File: config.mk
export PLATFORM = sky130hd
export DESIGN_NAME = bstap_host
export DESIGN_NICKNAME = d
export VERILOG_FILES = /design/src/pkg/bstap_pkg.sv /design/src/design/bstap_host.sv /design/src/design/bstap_fifo.sv
export SDC_FILE = /design/constraint.sdc
export NUM_CORES = 1
export LEC_CHECK = 0
export BUFFER_PORTS_ARGS = -buffer_cell sky130_fd_sc_hd__buf_2
export CORE_ASPECT_RATIO = 0.9
export CORE_MARGIN = 2
export CORE_UTILIZATION = 63
export CTS_CLUSTER_DIAMETER = 30
export CTS_CLUSTER_SIZE = 25
export DETAILED_ROUTE_END_ITERATION = 16
export GPL_TIMING_DRIVEN = 1
export PLACE_DENSITY = 0.83
export SLEW_MARGIN = 10
export SYNTH_ARGS = -nofsm -noshare
export SYNTH_HDL_FRONTEND = slang
export SYNTH_SLANG_ARGS = --single-unit
export TNS_END_PERCENT = 100
File: constraint.sdc
create_clock -name clk_i -period 6.1 [get_ports clk_i]
set_input_delay 0.61 -clock clk_i [delete_from_list [all_inputs] [get_ports clk_i]]
set_output_delay 0.61 -clock clk_i [all_outputs]
set_load 0.03 [all_outputs]
File: src/pkg/bstap_pkg.sv
// shared constants for the boundary-scan tester controller
package bstap_pkg;
  localparam int CLK_PERIOD_NS = 8;
  // half period of generated test clock, in ns
  localparam int TCK_HALF_NS = 40;
  localparam int TCK_HALF_CYC = (TCK_HALF_NS + CLK_PERIOD_NS - 1)
    / CLK_PERIOD_NS;
  localparam logic [3:0] TCK_HALF = 4'(TCK_HALF_CYC);
  localparam int IR_LEN = 6;
  localparam int BSR_LEN = 475;
  localparam int ID_LEN = 32;
  localparam int DR_MAX = 475;
  localparam int RESET_TMS_CYC = 5;
  localparam logic [5:0] IR_CAPTURE = 6'h31;
  localparam logic [5:0] IR_EXTEST = 6'h00;
  localparam logic [5:0] IR_SAMPLE = 6'h01;
  localparam logic [5:0] IR_IDCODE = 6'h02;
  localparam logic [5:0] IR_BYPASS = 6'h3F;
  localparam int FIFO_DEPTH = 4;
  localparam int FIFO_WIDTH = 16;
  // tap states, one-hot
  typedef enum logic [15:0] {
    TAP_RESET = 16'h0001, TAP_IDLE = 16'h0002, TAP_SEL_DR = 16'h0004,
    TAP_CAP_DR = 16'h0008, TAP_SH_DR = 16'h0010, TAP_EX1_DR = 16'h0020,
    TAP_PAU_DR = 16'h0040, TAP_EX2_DR = 16'h0080, TAP_UPD_DR = 16'h0100,
    TAP_SEL_IR = 16'h0200, TAP_CAP_IR = 16'h0400, TAP_SH_IR = 16'h0800,
    TAP_EX1_IR = 16'h1000, TAP_PAU_IR = 16'h2000, TAP_EX2_IR = 16'h4000,
    TAP_UPD_IR = 16'h8000
  } bstap_state_type;
  // sequencer states, one-hot
  typedef enum logic [4:0] {
    SEQ_IDLE = 5'h01, SEQ_LOAD = 5'h02, SEQ_HI = 5'h04, SEQ_LO = 5'h08,
    SEQ_DONE = 5'h10
  } bstap_seq_type;
endpackage : bstap_pkg

File: src/design/bstap_host.sv
// tester-side tap sequencer: drives test clock, mode select and data
//
// Contract
// - from idle, two highs reach select-ir, then a low enters capture-ir.
// - shift-ir lasts six cycles to load a whole instruction.
// - ir pause goes via exit1 to pause, resume via exit2 to shift.
// - high in shift-ir moves to exit1-ir and ends shifting.
// - from update, high goes to select-dr, low to idle.
// - from idle one high reaches select-dr; last instruction picks register.
// - shift-dr keeps mode select low for register length cycles.
// - dr pause via exit1/pause, resume via exit2; high ends at exit1-dr.
// - reset by reset pin low or five or more highs on mode select.
// - tester resets the port before its first access.
// - after reset a low enters idle; held low to stay idle.
`timescale 1ns/1ps
module bstap_host
  import bstap_pkg::*;
(
  input wire logic clk_i,
  input wire logic rst_i,
  // command: kind 0 = instruction scan, 1 = data scan, 2 = test reset (walks reset only if tap is in reset; from idle an empty ir scan)
  input wire logic cmd_valid_i,
  output logic cmd_ready_o,
  input wire logic [1:0] cmd_kind_i,
  input wire logic [8:0] cmd_len_i,
  input wire logic [5:0] cmd_ir_i,
  input wire logic [FIFO_WIDTH-1:0] cmd_tdi_i,
  input wire logic cmd_pause_i,
  // captured bits, 16 per word, first shifted bit in bit 0
  output logic rx_valid_o,
  input wire logic rx_ready_i,
  output logic [FIFO_WIDTH-1:0] rx_data_o,
  output logic busy_o,
  output logic test_clock_pin_o,
  output logic test_mode_select_pin_o,
  output logic test_data_in_pin_o,
  output logic test_reset_n_pin_o,
  input wire logic test_data_out_pin_i
);
  bstap_seq_type seq;
  bstap_state_type tap;
  bstap_state_type next_tap;
  logic [3:0] div;
  logic tck;
  logic tms;
  logic tdi;
  logic trst_n;
  logic [1:0] kind;
  logic [8:0] len;
  logic [8:0] bitn;
  logic [5:0] ir;
  logic [FIFO_WIDTH-1:0] tdi_word;
  logic pause_req;
  logic paused;
  logic [2:0] hi_cnt;
  logic [2:0] tdo_sync;
  logic tdo_bit;
  logic [FIFO_WIDTH-1:0] rx_sh;
  logic [4:0] rx_n;
  logic rx_push;
  logic rx_ready;
  logic [FIFO_WIDTH-1:0] rx_word;
  logic shifting;
  logic last_bit;
  logic rise;
  logic fall;
  assign fall = (seq == SEQ_HI) && (div == TCK_HALF - 4'h1);
  assign rise = (seq == SEQ_LO) && (div == TCK_HALF - 4'h1);
  assign shifting = (tap == TAP_SH_DR) || (tap == TAP_SH_IR);
  assign last_bit = bitn == len - 9'h001;
  assign cmd_ready_o = seq == SEQ_IDLE;
  assign busy_o = seq != SEQ_IDLE;
  assign test_clock_pin_o = tck;
  assign test_mode_select_pin_o = tms;
  assign test_data_in_pin_o = tdi;
  assign test_reset_n_pin_o = trst_n;
  // tracking copy of the device sixteen-state table
  always_comb begin
    unique case (tap)
      TAP_RESET: next_tap = tms ? TAP_RESET : TAP_IDLE;
      TAP_IDLE: next_tap = tms ? TAP_SEL_DR : TAP_IDLE;
      TAP_SEL_DR: next_tap = tms ? TAP_SEL_IR : TAP_CAP_DR;
      TAP_CAP_DR: next_tap = tms ? TAP_EX1_DR : TAP_SH_DR;
      TAP_SH_DR: next_tap = tms ? TAP_EX1_DR : TAP_SH_DR;
      TAP_EX1_DR: next_tap = tms ? TAP_UPD_DR : TAP_PAU_DR;
      TAP_PAU_DR: next_tap = tms ? TAP_EX2_DR : TAP_PAU_DR;
      TAP_EX2_DR: next_tap = tms ? TAP_UPD_DR : TAP_SH_DR;
      TAP_UPD_DR: next_tap = tms ? TAP_SEL_DR : TAP_IDLE;
      TAP_SEL_IR: next_tap = tms ? TAP_RESET : TAP_CAP_IR;
      TAP_CAP_IR: next_tap = tms ? TAP_EX1_IR : TAP_SH_IR;
      TAP_SH_IR: next_tap = tms ? TAP_EX1_IR : TAP_SH_IR;
      TAP_EX1_IR: next_tap = tms ? TAP_UPD_IR : TAP_PAU_IR;
      TAP_PAU_IR: next_tap = tms ? TAP_EX2_IR : TAP_PAU_IR;
      TAP_EX2_IR: next_tap = tms ? TAP_UPD_IR : TAP_SH_IR;
      TAP_UPD_IR: next_tap = tms ? TAP_SEL_DR : TAP_IDLE;
      default: next_tap = TAP_RESET;
    endcase
  end
  // device advances on rising edge, so mirror it there
  always_ff @(posedge clk_i) begin
    if (rst_i) begin
      tap <= TAP_RESET;
    end else if (rise) begin
      tap <= next_tap;
    end
  end
  // clock divider: test clock made here, no second domain
  always_ff @(posedge clk_i) begin
    if (rst_i) begin
      div <= 4'h0;
      tck <= 1'b0;
    end else if (seq == SEQ_HI || seq == SEQ_LO) begin
      div <= (div == TCK_HALF - 4'h1) ? 4'h0 : div + 4'h1;
      if (div == TCK_HALF - 4'h1) begin
        tck <= ~tck;
      end
    end else begin
      div <= 4'h0;
      tck <= 1'b0;
    end
  end
  // sequencer walks tck phases: LO (ends in rise), HI (ends in fall)
  always_ff @(posedge clk_i) begin
    if (rst_i) begin
      seq <= SEQ_IDLE;
    end else begin
      unique case (seq)
        SEQ_IDLE: if (cmd_valid_i) seq <= SEQ_LOAD;
        SEQ_LOAD: seq <= SEQ_LO;
        SEQ_LO: if (rise) seq <= SEQ_HI;
        SEQ_HI: if (fall) seq <= (tap == TAP_IDLE && hi_cnt == 3'h7)
          ? SEQ_DONE : SEQ_LO;
        SEQ_DONE: seq <= SEQ_IDLE;
        default: seq <= SEQ_IDLE;
      endcase
    end
  end
  // command latch
  always_ff @(posedge clk_i) begin
    if (rst_i) begin
      kind <= 2'h0;
      len <= 9'h000;
      ir <= IR_IDCODE;
      pause_req <= 1'b0;
    end else if (seq == SEQ_IDLE && cmd_valid_i) begin
      kind <= cmd_kind_i;
      len <= (cmd_kind_i == 2'h0) ? 9'(IR_LEN) : cmd_len_i;
      ir <= cmd_ir_i;
      pause_req <= cmd_pause_i;
    end
  end
  // drive mode select after each falling edge, for next rising edge
  always_ff @(posedge clk_i) begin
    if (rst_i) begin
      tms <= 1'b1;
      hi_cnt <= 3'h0;
      bitn <= 9'h000;
      paused <= 1'b0;
      trst_n <= 1'b0;
      tdi <= 1'b0;
    end else if (seq == SEQ_LOAD) begin
      hi_cnt <= 3'h0;
      bitn <= 9'h000;
      paused <= 1'b0;
      trst_n <= 1'b1;
      // test reset or tap in reset: mode select starts high; pin released
      tms <= kind == 2'h2 || tap == TAP_RESET;
      tdi <= 1'b0;
    end else if (rise) begin
      // a reset walk counts five highs before leaving reset
      if (tap == TAP_RESET && hi_cnt < 3'(RESET_TMS_CYC)) begin
        hi_cnt <= hi_cnt + 3'h1;
      end
      if (shifting) begin
        bitn <= bitn + 9'h001;
      end
    end else if (fall) begin
      unique case (tap)
        TAP_RESET: begin
          tms <= hi_cnt < 3'(RESET_TMS_CYC);
        end
        TAP_IDLE: begin
          if (hi_cnt == 3'h6) begin
            tms <= 1'b0;
            hi_cnt <= 3'h7;
          end else if (kind == 2'h2) begin
            tms <= 1'b0;
            hi_cnt <= 3'h7;
          end else begin
            // high once for dr, twice for ir
            tms <= 1'b1;
          end
        end
        TAP_SEL_DR: tms <= kind != 2'h1;
        TAP_SEL_IR: tms <= 1'b0;
        TAP_CAP_DR, TAP_CAP_IR: tms <= len == 9'h000;
        TAP_SH_DR, TAP_SH_IR: begin
          // stay low for the register length
          // last bit goes with a high, into exit1
          tms <= last_bit || (pause_req && !paused
            && bitn == {1'b0, len[8:1]});
          tdi <= (kind == 2'h0) ? ir[bitn[2:0]] : tdi_word[bitn[3:0]];
        end
        TAP_EX1_DR, TAP_EX1_IR: begin
          // one optional pause, otherwise on to update
          tms <= !(pause_req && !paused && bitn != len);
        end
        TAP_PAU_DR, TAP_PAU_IR: begin
          paused <= 1'b1;
          tms <= paused;
        end
        TAP_EX2_DR, TAP_EX2_IR: tms <= 1'b0;
        // update then back to idle with a low
        TAP_UPD_DR, TAP_UPD_IR: begin
          tms <= 1'b0;
          hi_cnt <= 3'h6;
        end
        default: tms <= 1'b1;
      endcase
    end
  end
  // data word for shift-dr; bits beyond 16 repeat this word
  always_ff @(posedge clk_i) begin
    if (rst_i) begin
      tdi_word <= '0;
    end else if (seq == SEQ_IDLE && cmd_valid_i) begin
      tdi_word <= cmd_tdi_i;
    end
  end
  // device output moves on the falling edge; three-stage sync
  always_ff @(posedge clk_i) begin
    if (rst_i) begin
      tdo_sync <= 3'h0;
      tdo_bit <= 1'b0;
    end else begin
      tdo_sync <= {tdo_sync[1:0], test_data_out_pin_i};
      if (tdo_sync[2] == tdo_sync[1]) begin
        tdo_bit <= tdo_sync[2];
      end
    end
  end
  // bits sampled at rising edge in shift, cell 0 first
  always_ff @(posedge clk_i) begin
    if (rst_i) begin
      rx_sh <= '0;
      rx_n <= 5'h00;
      rx_push <= 1'b0;
      rx_word <= '0;
    end else begin
      if (rx_push && rx_ready) begin
        rx_push <= 1'b0;
      end
      if (rise && shifting && (!rx_push || rx_ready)) begin
        rx_sh <= {tdo_bit, rx_sh[FIFO_WIDTH-1:1]};
        rx_n <= rx_n + 5'h01;
        if (rx_n == 5'(FIFO_WIDTH-1) || last_bit) begin
          rx_word <= {tdo_bit, rx_sh[FIFO_WIDTH-1:1]}
            >> (5'(FIFO_WIDTH-1) - rx_n);
          rx_push <= 1'b1;
          rx_n <= 5'h00;
        end
      end
    end
  end
  bstap_fifo #(
    .WIDTH(FIFO_WIDTH),
    .DEPTH(FIFO_DEPTH)
  ) u_rx_fifo (
    .clk_i(clk_i),
    .rst_i(rst_i),
    .in_valid_i(rx_push),
    .in_ready_o(rx_ready),
    .in_data_i(rx_word),
    .out_valid_o(rx_valid_o),
    .out_ready_i(rx_ready_i),
    .out_data_o(rx_data_o)
  );
endmodule : bstap_host

File: src/design/bstap_fifo.sv
// small valid/ready fifo
`timescale 1ns/1ps
module bstap_fifo #(
  parameter int WIDTH = 16,
  parameter int DEPTH = 4
) (
  input wire logic clk_i,
  input wire logic rst_i,
  input wire logic in_valid_i,
  output logic in_ready_o,
  input wire logic [WIDTH-1:0] in_data_i,
  output logic out_valid_o,
  input wire logic out_ready_i,
  output logic [WIDTH-1:0] out_data_o
);
  localparam int AW = $clog2(DEPTH);
  logic [WIDTH-1:0] mem [DEPTH];
  logic [AW-1:0] wp;
  logic [AW-1:0] rp;
  logic [AW:0] cnt;
  logic push;
  logic pop;
  assign in_ready_o = cnt != (AW+1)'(DEPTH);
  assign out_valid_o = cnt != '0;
  assign out_data_o = mem[rp];
  assign push = in_valid_i && in_ready_o;
  assign pop = out_valid_o && out_ready_i;
  always_ff @(posedge clk_i) begin
    if (push) begin
      mem[wp] <= in_data_i;
    end
  end
  always_ff @(posedge clk_i) begin
    if (rst_i) begin
      wp <= '0;
      rp <= '0;
      cnt <= '0;
    end else begin
      if (push) begin
        wp <= (wp == AW'(DEPTH-1)) ? '0 : wp + 1'b1;
      end
      if (pop) begin
        rp <= (rp == AW'(DEPTH-1)) ? '0 : rp + 1'b1;
      end
      cnt <= cnt + (AW+1)'(push) - (AW+1)'(pop);
    end
  end
endmodule : bstap_fifo

# [Yosys cells after proc, flatten, opt, wreduce, memory -nomap -nowiden]
# Memory sizes are Yosys's and may differ from the RTL's. A register that Yosys moved wholly into a read port is not among the register bits.
# Cells that the tools add are included.
[word_totals] reg_bits=125 ram_bits=64 out_inout_bits=23 memories=1
[mem_list] memory="u_rx_fifo.mem" words=4 width=16 read_ports=1 rd_ports_with_merged_regs=1 wr=1 line="bstap_fifo.sv:17" rtl="logic [WIDTH-1:0] mem [DEPTH];"
[op_classes] addsub=10 n_mux=46 n_reduce_logical=47 magnitude_cmp=3 n_shift=1 bitwise=3 eq_ne=40
[ops] cell="$pmux W16 S12" n=1
[ops] cell="$mux W16" n=2
[ops] cell="$mux W9" n=3
[ops] cell="$mux W5" n=5
[ops] cell="$pmux W5 S4" n=1
[ops] cell="$mux W3" n=6
[ops] cell="$reduce_or A2 Y1" n=9
[ops] cell="$eq A16 B1 Y1 const B" n=1
[ops] cell="$eq A16 B10 Y1 const B" n=1
[ops] cell="$eq A16 B11 Y1 const B" n=1
[ops] cell="$eq A16 B12 Y1 const B" n=1
[ops] cell="$eq A16 B13 Y1 const B" n=1
[ops] cell="$eq A16 B14 Y1 const B" n=1
[ops] cell="$eq A16 B15 Y1 const B" n=1
[ops] cell="$eq A16 B16 Y1 const B" n=1
[ops] cell="$eq A16 B2 Y1 const B" n=1
[ops] cell="$eq A16 B3 Y1 const B" n=1
[ops] cell="$eq A16 B4 Y1 const B" n=1
[ops] cell="$eq A16 B5 Y1 const B" n=1
[ops] cell="$eq A16 B6 Y1 const B" n=1
[ops] cell="$eq A16 B7 Y1 const B" n=1
[ops] cell="$eq A16 B8 Y1 const B" n=1
[ops] cell="$eq A16 B9 Y1 const B" n=1
[ops] cell="$shr A16 B5 Y16" n=1
[ops] cell="other kinds (53)" n=106

# [Depth between registers and ports, before layout]
# Gate-level depths: netlist of the first run.
[logic_depth] depth_word=8 mapped_depth=11 ltp_nobuf=11

# [Cells and area by module]
# From an unflattened synthesis of the first run, not the netlist that was laid out.
[hier_totals] hier_cells=924 hier_area_um2=9273.9
[by_module_without_submodules] mod="bstap_host" cells_per_inst=791 instances=1 area_per_inst_um2=6488.7
[by_module_without_submodules] mod="bstap_fifo" cells_per_inst=133 instances=1 area_per_inst_um2=2785.2

# [Worst setup path before layout of the first run]
# OpenSTA, ideal clock, no wires.
[synth_timing] kind="register -> register" from="reg seq[2]" to="reg len[4]" t_required_ns=6.030 path_stages_with_launch=10 setup_time_ns=0.070 arrival_time_ns=2.504 path_slack_ns=3.526 n_path_buf=3 path_cell_list="dfxtp_1 or3_1 or3b_2 clkbuf_1 inv_1 and2_1 clkbuf_1 clkbuf_1 nand3_1 a21oi_1"
[synth_via] elab_chain_cells=2
[synth_rtl] element="start, declared" line="bstap_host.sv:40" rtl="bstap_seq_type seq;"
[synth_rtl] element="start signal, assigned" line="bstap_host.sv:131" rtl="SEQ_HI: if (fall) seq <= (tap == TAP_IDLE && hi_cnt == 3'h7)"
[synth_rtl] element="$eq A5 B1 Y1"
[synth_rtl] element="net cmd_ready_o" line="bstap_host.sv:23" rtl="output logic cmd_ready_o,"
[synth_rtl] element="$logic_and A1 B1 Y1" line="bstap_host.sv:145" rtl="end else if (seq == SEQ_IDLE && cmd_valid_i) begin"
[synth_rtl] element="end signal, assigned" line="bstap_host.sv:147" rtl="len <= (cmd_kind_i == 2'h0) ? 9'(IR_LEN) : cmd_len_i;"
[synth_rtl] element="end, declared" line="bstap_host.sv:49" rtl="logic [8:0] len;"
# The timed path passes the listed nets, and every way through them passes these cells.
# A chain may end at the register's enable or synchronous reset.

# [Final worst setup path of the first run]
[layout_timing] from="reg tap[3]" to="reg rx_n[4]"
[layout_via] elab_chain_cells=4 word_cells_on_any_way=5 classes_between="eq/ne (2); reduce/logical (3)"
[layout_rtl] element="start, declared" line="bstap_host.sv:41" rtl="bstap_state_type tap;"
[layout_rtl] element="start signal, assigned" line="bstap_host.sv:104" rtl="tap <= next_tap;"
[layout_rtl] element="$eq A16 B5 Y1 / $eq A16 B12 Y1 (equally long branches)" line="bstap_host.sv:69" rtl="assign shifting = (tap == TAP_SH_DR) || (tap == TAP_SH_IR);"
[layout_rtl] element="$logic_or A1 B1 Y1 (*)" line="bstap_host.sv:69"
[layout_rtl] element="$logic_and A1 B1 Y1 (*) (2 in a row)" line="bstap_host.sv:253" rtl="if (rise && shifting && (!rx_push || rx_ready)) begin"
[layout_rtl] element="end signal, assigned" line="bstap_host.sv:255" rtl="rx_n <= rx_n + 5'h01;"
[layout_rtl] element="end, declared" line="bstap_host.sv:59" rtl="logic [4:0] rx_n;"
# Mark *: on every way between the ends. The rest lies on a longest branch, timed or not.

==> results of run 1 <==
## path summary, 6_finish.rpt
| check | slack, ns | endpoint | cells after the start | startpoint |
|---|---|---|---|---|
| setup reg to reg | 2.98 | rx_n[4]$_SDFFE_PP0P_ | 7 | tap[3]$_SDFFE_PP0P_ |
| hold reg to reg | 0.45 | tdo_sync[1]$_SDFF_PP0_ | 1 | tdo_sync[0]$_SDFF_PP0_ |
| hold / removal | 0.39 | tdo_sync[0]$_SDFF_PP0_ | 2 | test_data_out_pin_i |
| setup / recovery | 2.98 | rx_n[4]$_SDFFE_PP0P_ | 7 | tap[3]$_SDFFE_PP0P_ |
## cell type report
class / instances / area share
well taps: 193 / 0.0244
clock inverters: 14 / 0.0124
flip-flops and latches: 190 / 0.449
multi-input cells: 646 / 0.429
inverters: 19 / 0.00721
clock buffers: 18 / 0.0434
repair buffers: 65 / 0.0339
## worst max-delay path, stage by stage, from the launching register on
cell	delay, ns
dfxtp_1	0.43
or4_4	0.57
or3_4	0.40
nor3_4	0.44
and2_1	0.63
nand4_1	0.20
xnor2_1	0.18
and3_1	0.17
## sequential cells by signal, summed over array words and instances, names as in the netlist, 2 cells and up, named ones only
register	cells
u_rx_fifo.wp	2
u_rx_fifo.rp	2
rx_n	5
seq	5
len	9
tdi_word	16
tap	16
ir	6
tdo_sync	3
bitn	9
u_rx_fifo.mem	64
u_rx_fifo.cnt	3
rx_sh	15
kind	2
rx_word	16
div	4
hi_cnt	3
## synth_stat cells (all sizes together) (3+ instances only)
cell type    n  area, um2
a211o        3       26.3
a211oi       5       37.5
a21oi       70        350
a22oi        3       22.5
a31o         3       26.3
a31oi        4       25.0
and2         6       37.5
and3         7       43.8
buf         19        101
clkbuf      45        169
dfxtp      126       2520
edfxtp      64       1920
ha          15        188
inv         19       71.3
mux2        14        158
mux2i       31        310
mux4        24        541
nand2      162        616
nand2b       7       43.8
nand3       27        135
nand3b       3       22.5
nand4       14       87.6
nor2        68        255
nor2b        9       56.3
nor3        29        156
nor3b        4       30.0
nor4        13       87.6
nor4b        5       58.8
o211ai       9       67.6
o21ai       28        140
or2          3       18.8
or3          6       42.5
or4          6       52.6
xnor2       23        201
xor2        25        219
## power by group through the flow
stage	logic, W	registers, W	clock network, W
global placement	0.000352	0.00144	0
floorplan	0.000320	0.00139	0
global route	0.000408	0.00142	0.00109
finish	0.000370	0.00141	0.00104
CTS	0.000371	0.00141	0.00105
detailed placement	0.000363	0.00144	0
## layer usage
layer	GRT usage	up-vias	share of wire
li1	-	3303	-
met2	0.394	213	0.47
met3	0.0518	31	0.049
met4	0.0800	0	0.019
met1	0.376	3253	0.46
met5	0	-	0
## logic make-up after synthesis
logic type / count (synthesis)
AOI/OAI and AO/OA: 137
muxes: 69
DFF: 190
adders and majority gates: 16
and+or+nand+nor: 376
xor gates and xnor gates: 48
buffers and inverters: 83
## metrics by stage
step	setup slack, ns	util	hold WS, ns	power (W)
floorplan	3.53	-	0.414	0.00171
global placement	3.09	0.667	0.429	0.00179
detailed placement	3.00	0.667	0.423	0.00180
CTS	2.99	0.706	0.384	0.00283
global route	2.70	0.706	0.403	0.00292
finish	2.98	0.706	0.392	0.00282
==> out/metrics.csv, run 1 <==
metric,value,unit
synthesized cell area,9030,um2
maximum buffer depth of the clock tree,2,
status,completed,
Flop pwr share,0.500,
compound-cell area share of the yosys netlist,0.0883,
I/O pins,62,
die area,15300,um2
GRT Util Overall,0.259,
Yosys cell types,60,
core area,14000,um2
XOR/XNOR Fraction of Synth Area,0.0466,
Final GP Congestion,0.892,
Tightest Hold Check Type,primary input to flop,
Post-CTS Resized,0,
setup bufs post-CTS,0,
first-pass detailed-route iteration total,7,
Clock Skews,0.0141,ns
Synth Area per Inst,9.83,um2
final worst path period share,0.511,
"commonest non-fill, non-tap cell in the layout",nand2_1,
initial antenna violation count,0,
Synth Area in Simple Gates,0.201,
area of the multi-input gates,4250,um2
"Seq/Total Area, Yosys",0.492,
drt first-iter violations,672,
CP startpoint kind,flop,
CTS Hold Bufs,0,
Worst-Margin Slew,1.12,ns
Worst slew margin,0.252,
Buffers on Ports,61,
"commonest non-fill, non-tap cells in the layout","nand2_1 (161), dfxtp_1 (126), a21oi_1 (70)",
total power density per cell area,285,nW/um2
n_diodes,0,
cell area after layout,9890,um2
switching pwr,0.000780,W
Gate power share,0.131,
via density per instance,5.94,
leakage power,3.70,nW
"Req. time, crit path",6.43,ns
unrepaired setup endpoints after global routing,no,
post-DR wirelength/cell,16.5,um
pin count of the biggest net entering global routing,68,
DRT antenna net count,0,
"Warnings, synthesis",0,
clock network power share,0.368,
CTS tree,done,
number of synthesized flops with an enable pin,64,
Final Setup Violations,0,
Critical Path End Type,flop,
DRC violations left,0,
share of cells above drive strength 1,0.157,
Seq cells post-synth,190,
first-pass GRT wire length,31.6,mm
Final Slew Violations,0,
Rows,41,
clock-pin slew on the worst setup and hold paths,0.07,ns
initial core utilization,0.645,
"non-filler cells, final",1145,
Post-Synthesis Cells,919,
Post-Syn Nets,974,
CP Max Fanout,19,
Final Hold Vio Count,0,
die span in x,130,um
Sw Share,0.277,
Placed Cells,1113,
fin nets,994,
total CTS buffers,17,
P_int,0.00204,W
clk_lat worst skew,0.43,ns
register area,4440,um2
max_cap viols,0,
Synth Flop Type,dfxtp_1,
Layout Area Growth over Synthesis,9.50,%
Post-Synth Adder-Cell Area,0.0230,
largest family of logic cells by synthesized area,simple AND/OR/NAND/NOR gates,
final wirelength,18.9,mm
Post-DP HPWL,12.4,mm
clock sinks,190,
Vert. Die Dim,118,um
Worst VDD drop,0.355,mV
Area after DPL,9340,um2
H-tree depth,4,
Achievable Freq,0.321,GHz
fin crit period,3.12,ns
vias in the first global route,6403,
global route overflow,0,
CP arrival,3.45,ns
Vias,6800,
Root Buffer,clkbuf_16,
mux cell area share after synthesis,0.112,
total negative slack,0,ns
ys async rst share,0,
critical path class,flop to flop,
FILL cells,1031,
(Power assumes the default switching activity.)
==> run 2: changes to the inputs <==
--- a/config.mk
+++ b/config.mk
@@ -8,12 +8,12 @@
 export BUFFER_PORTS_ARGS = -buffer_cell sky130_fd_sc_hd__buf_2
 export CORE_ASPECT_RATIO = 0.9
 export CORE_MARGIN = 2
-export CORE_UTILIZATION = 63
+export CORE_UTILIZATION = 55
 export CTS_CLUSTER_DIAMETER = 30
 export CTS_CLUSTER_SIZE = 25
 export DETAILED_ROUTE_END_ITERATION = 16
 export GPL_TIMING_DRIVEN = 1
-export PLACE_DENSITY = 0.83
+export PLACE_DENSITY = 0.76
 export SLEW_MARGIN = 10
 export SYNTH_ARGS = -nofsm -noshare
 export SYNTH_HDL_FRONTEND = slang
==> constraint.sdc (replaced) <==
create_clock -name clk_i -period 2.7 [get_ports clk_i]
set_input_delay 0.27 -clock clk_i [delete_from_list [all_inputs] [get_ports clk_i]]
set_output_delay 0.27 -clock clk_i [all_outputs]
set_load 0.03 [all_outputs]
==> run 2 against run 1 <==
  * Cell count increased by 4.5%
  * Highest routed layer unchanged
  * First-iteration DRC count is 26% lower
  * Clock skew decreased by 0.0044 ns
  * Fmax grew 26%
  * Clock power grew 140%
  * Global-route usage decreased by 2.6 points
  * Critical path depth stayed put
  * Largest power group unchanged
  * Critical path type unchanged
  * Design area grew 3.8%
  * Setup slack worse by 2.8 ns
  * Wire length rose by 2.7%
==> out/metrics.csv, run 2 (synthesized netlist as in run 1, its figures left out) <==
metric,value,unit
status,completed,
I/O pins,62,
Final GP Congestion,0.925,
Tightest Hold Check Type,primary input to flop,
fin nets,1031,
Worst R2R Path Depth,7,
Slowest Stage Delay on Critical Path,0.59,ns
Final Slew Violations,0,
pin count of the biggest net entering global routing,48,
total CTS buffers,17,
Final Setup Violations,0,
DRC violations left,0,
clock network power share,0.385,
global route hottest layer,met2,
Layout Area Growth over Synthesis,13.7,%
n_diodes,0,
first-pass GRT wire length,33.0,mm
unrepaired setup endpoints after global routing,no,
maximum buffer depth of the clock tree,2,
CP Max Fanout,8,
CTS Hold Bufs,0,
CP max stage cell,or4b_4,
die span in x,139,um
initial core utilization,0.562,
P_int,0.00474,W
clk_lat worst skew,0.43,ns
"commonest non-fill, non-tap cells in the layout","nand2_1 (161), dfxtp_1 (125), a21oi_1 (70)",
via density per instance,5.72,
Place WS,0.167,ns
critical path class,flop to flop,
core area,16100,um2
Critical Path End Type,flop,
"Most flops, register",u_rx_fifo.mem,
GRT Util Overall,0.233,
Sw Share,0.281,
CTS tree,done,
die area,17500,um2
Gate power share,0.140,
hold endpoint,tdo_sync[0]$_SDFF_PP0_,
Root Buffer,clkbuf_16,
Achievable Freq,0.403,GHz
post-DR wirelength/cell,16.3,um
vias in the first global route,6693,
max_cap viols,0,
M2 GR Usage,0.375,
leakage power,3.93,nW
total negative slack,0,ns
area of the multi-input gates,4260,um2
CP startpoint kind,flop,
Rows,44,
FILL cells,1318,
CP arrival,2.77,ns
DRT antenna net count,0,
final worst path period share,0.919,
crit-path cells,"or4_4, or4b_4, nor4b_4, or3b_2, nor4_1, a211oi_1, o21ai_0",
Post-DP HPWL,13.1,mm
switching pwr,0.00185,W
"Req. time, crit path",2.98,ns
GR met1 Demand/Resource,0.322,
RR Endpoint,tap[0]$_SDFFE_PP1P_,
reg2reg setup slack,0.22,ns
met3 global-route usage,0.0460,
final wirelength,19.5,mm
Vias,6844,
Flop pwr share,0.475,
first-pass detailed-route iteration total,5,
share of cells above drive strength 1,0.192,
drt first-iter violations,495,
H-tree depth,4,
initial antenna violation count,0,
worst r2r src,tap[5]$_SDFFE_PP0P_,
final total power,0.00659,W
Area after DPL,9640,um2
Vert. Die Dim,126,um
global route overflow,0,
min-delay src,test_data_out_pin_i,
Buffers on Ports,61,
Clock Skews,0.00966,ns
"commonest non-fill, non-tap cell in the layout",nand2_1,
max reg flops,64,
Final Hold Vio Count,0,
register area,4450,um2
clock sinks,190,
Worst slew margin,0.486,
Worst-Margin Slew,0.770,ns
Setup WS post-layout,0.218,ns
final core occ,0.639,
cell area after layout,10300,um2
clock-pin slew on the worst setup and hold paths,0.07,ns
fin crit period,2.48,ns
Cells on Worst Hold Path,2,
Worst VDD drop,0.492,mV
total power density per cell area,642,nW/um2
[run 2: changes by cell type in the layout (fill, tap and decap cells not counted), moves of 2 or more]
cell | previous run | this run
buf_4 | 4 | 40
clkinv_4 | 2 | 4
clkinv_8 | 0 | 4
inv_6 | 6 | 1
[run 2: power by group through the flow]
stage                     combinational [W]  sequential [W]  clock (W)
after detailed placement           0.000908         0.00319          0
after CTS                          0.000928         0.00313    0.00257
final                              0.000922         0.00313    0.00254
after floorplan                    0.000723         0.00315          0
after global placement             0.000886         0.00319          0
after global routing                0.00103         0.00315    0.00269
[run 2: cell type report]
cell class / count / share of cell area
Timing Repair Buffer: 102 / 0.0609
Multi-Input combinational cell: 646 / 0.415
Clock buffer: 18 / 0.0418
Clock inverter: 14 / 0.0175
Sequential cell: 190 / 0.433
Inverter: 19 / 0.00694
Tap cell: 207 / 0.0252
[run 2: timing repair]
action                     CTS  global route
buffers inserted             0             1
hold endpoints to repair     0             0
resized for setup            0             3
setup endpoints to repair    0            11
[run 2: worst max-delay path: cells and delay by family (launching register included)]
family	cells	cell delay, ns
DFF	1	0.38
AOI/OAI and AO/OA	2	0.30
and+or+nand+nor	5	1.65
[run 2: stage by stage]
| step | std cells | hold slack, ns |
|---|---|---|
| 6_report | 1196 | 0.0448 |
| 5_1_grt | 1196 | 0.0564 |
| 4_1_cts | 1195 | 0.0358 |
| 3_5_place_dp | 1163 | 0.424 |
| 3_3_place_gp | 1163 | 0.424 |
| 2_1_floorplan | 919 | 0.394 |
[run 2: per-layer routing]
layer | share of wire | vias up | routed length, um
li1 | - | 3379 | -
met1 | 0.47 | 3247 | 9100
met2 | 0.46 | 189 | 9040
met3 | 0.049 | 29 | 955
met4 | 0.018 | 0 | 357
met5 | 0 | - | 0
[run 2: worst max path at each step]
stage                                  end  slack (ns)  depth (start not counted)                 from
floorplan              len[4]$_SDFFE_PP0P_        0.13                          9  seq[2]$_SDFFE_PP0P_
global placement       tap[0]$_SDFFE_PP1P_        0.19                          7  tap[4]$_SDFFE_PP0P_
detailed placement     tap[0]$_SDFFE_PP1P_        0.17                          7  tap[4]$_SDFFE_PP0P_
CTS                    tap[0]$_SDFFE_PP1P_        0.14                          7  tap[4]$_SDFFE_PP0P_
global route        hi_cnt[0]$_SDFFE_PP0P_        0.01                          7  tap[5]$_SDFFE_PP0P_
finish                 tap[0]$_SDFFE_PP1P_        0.22                          7  tap[5]$_SDFFE_PP0P_
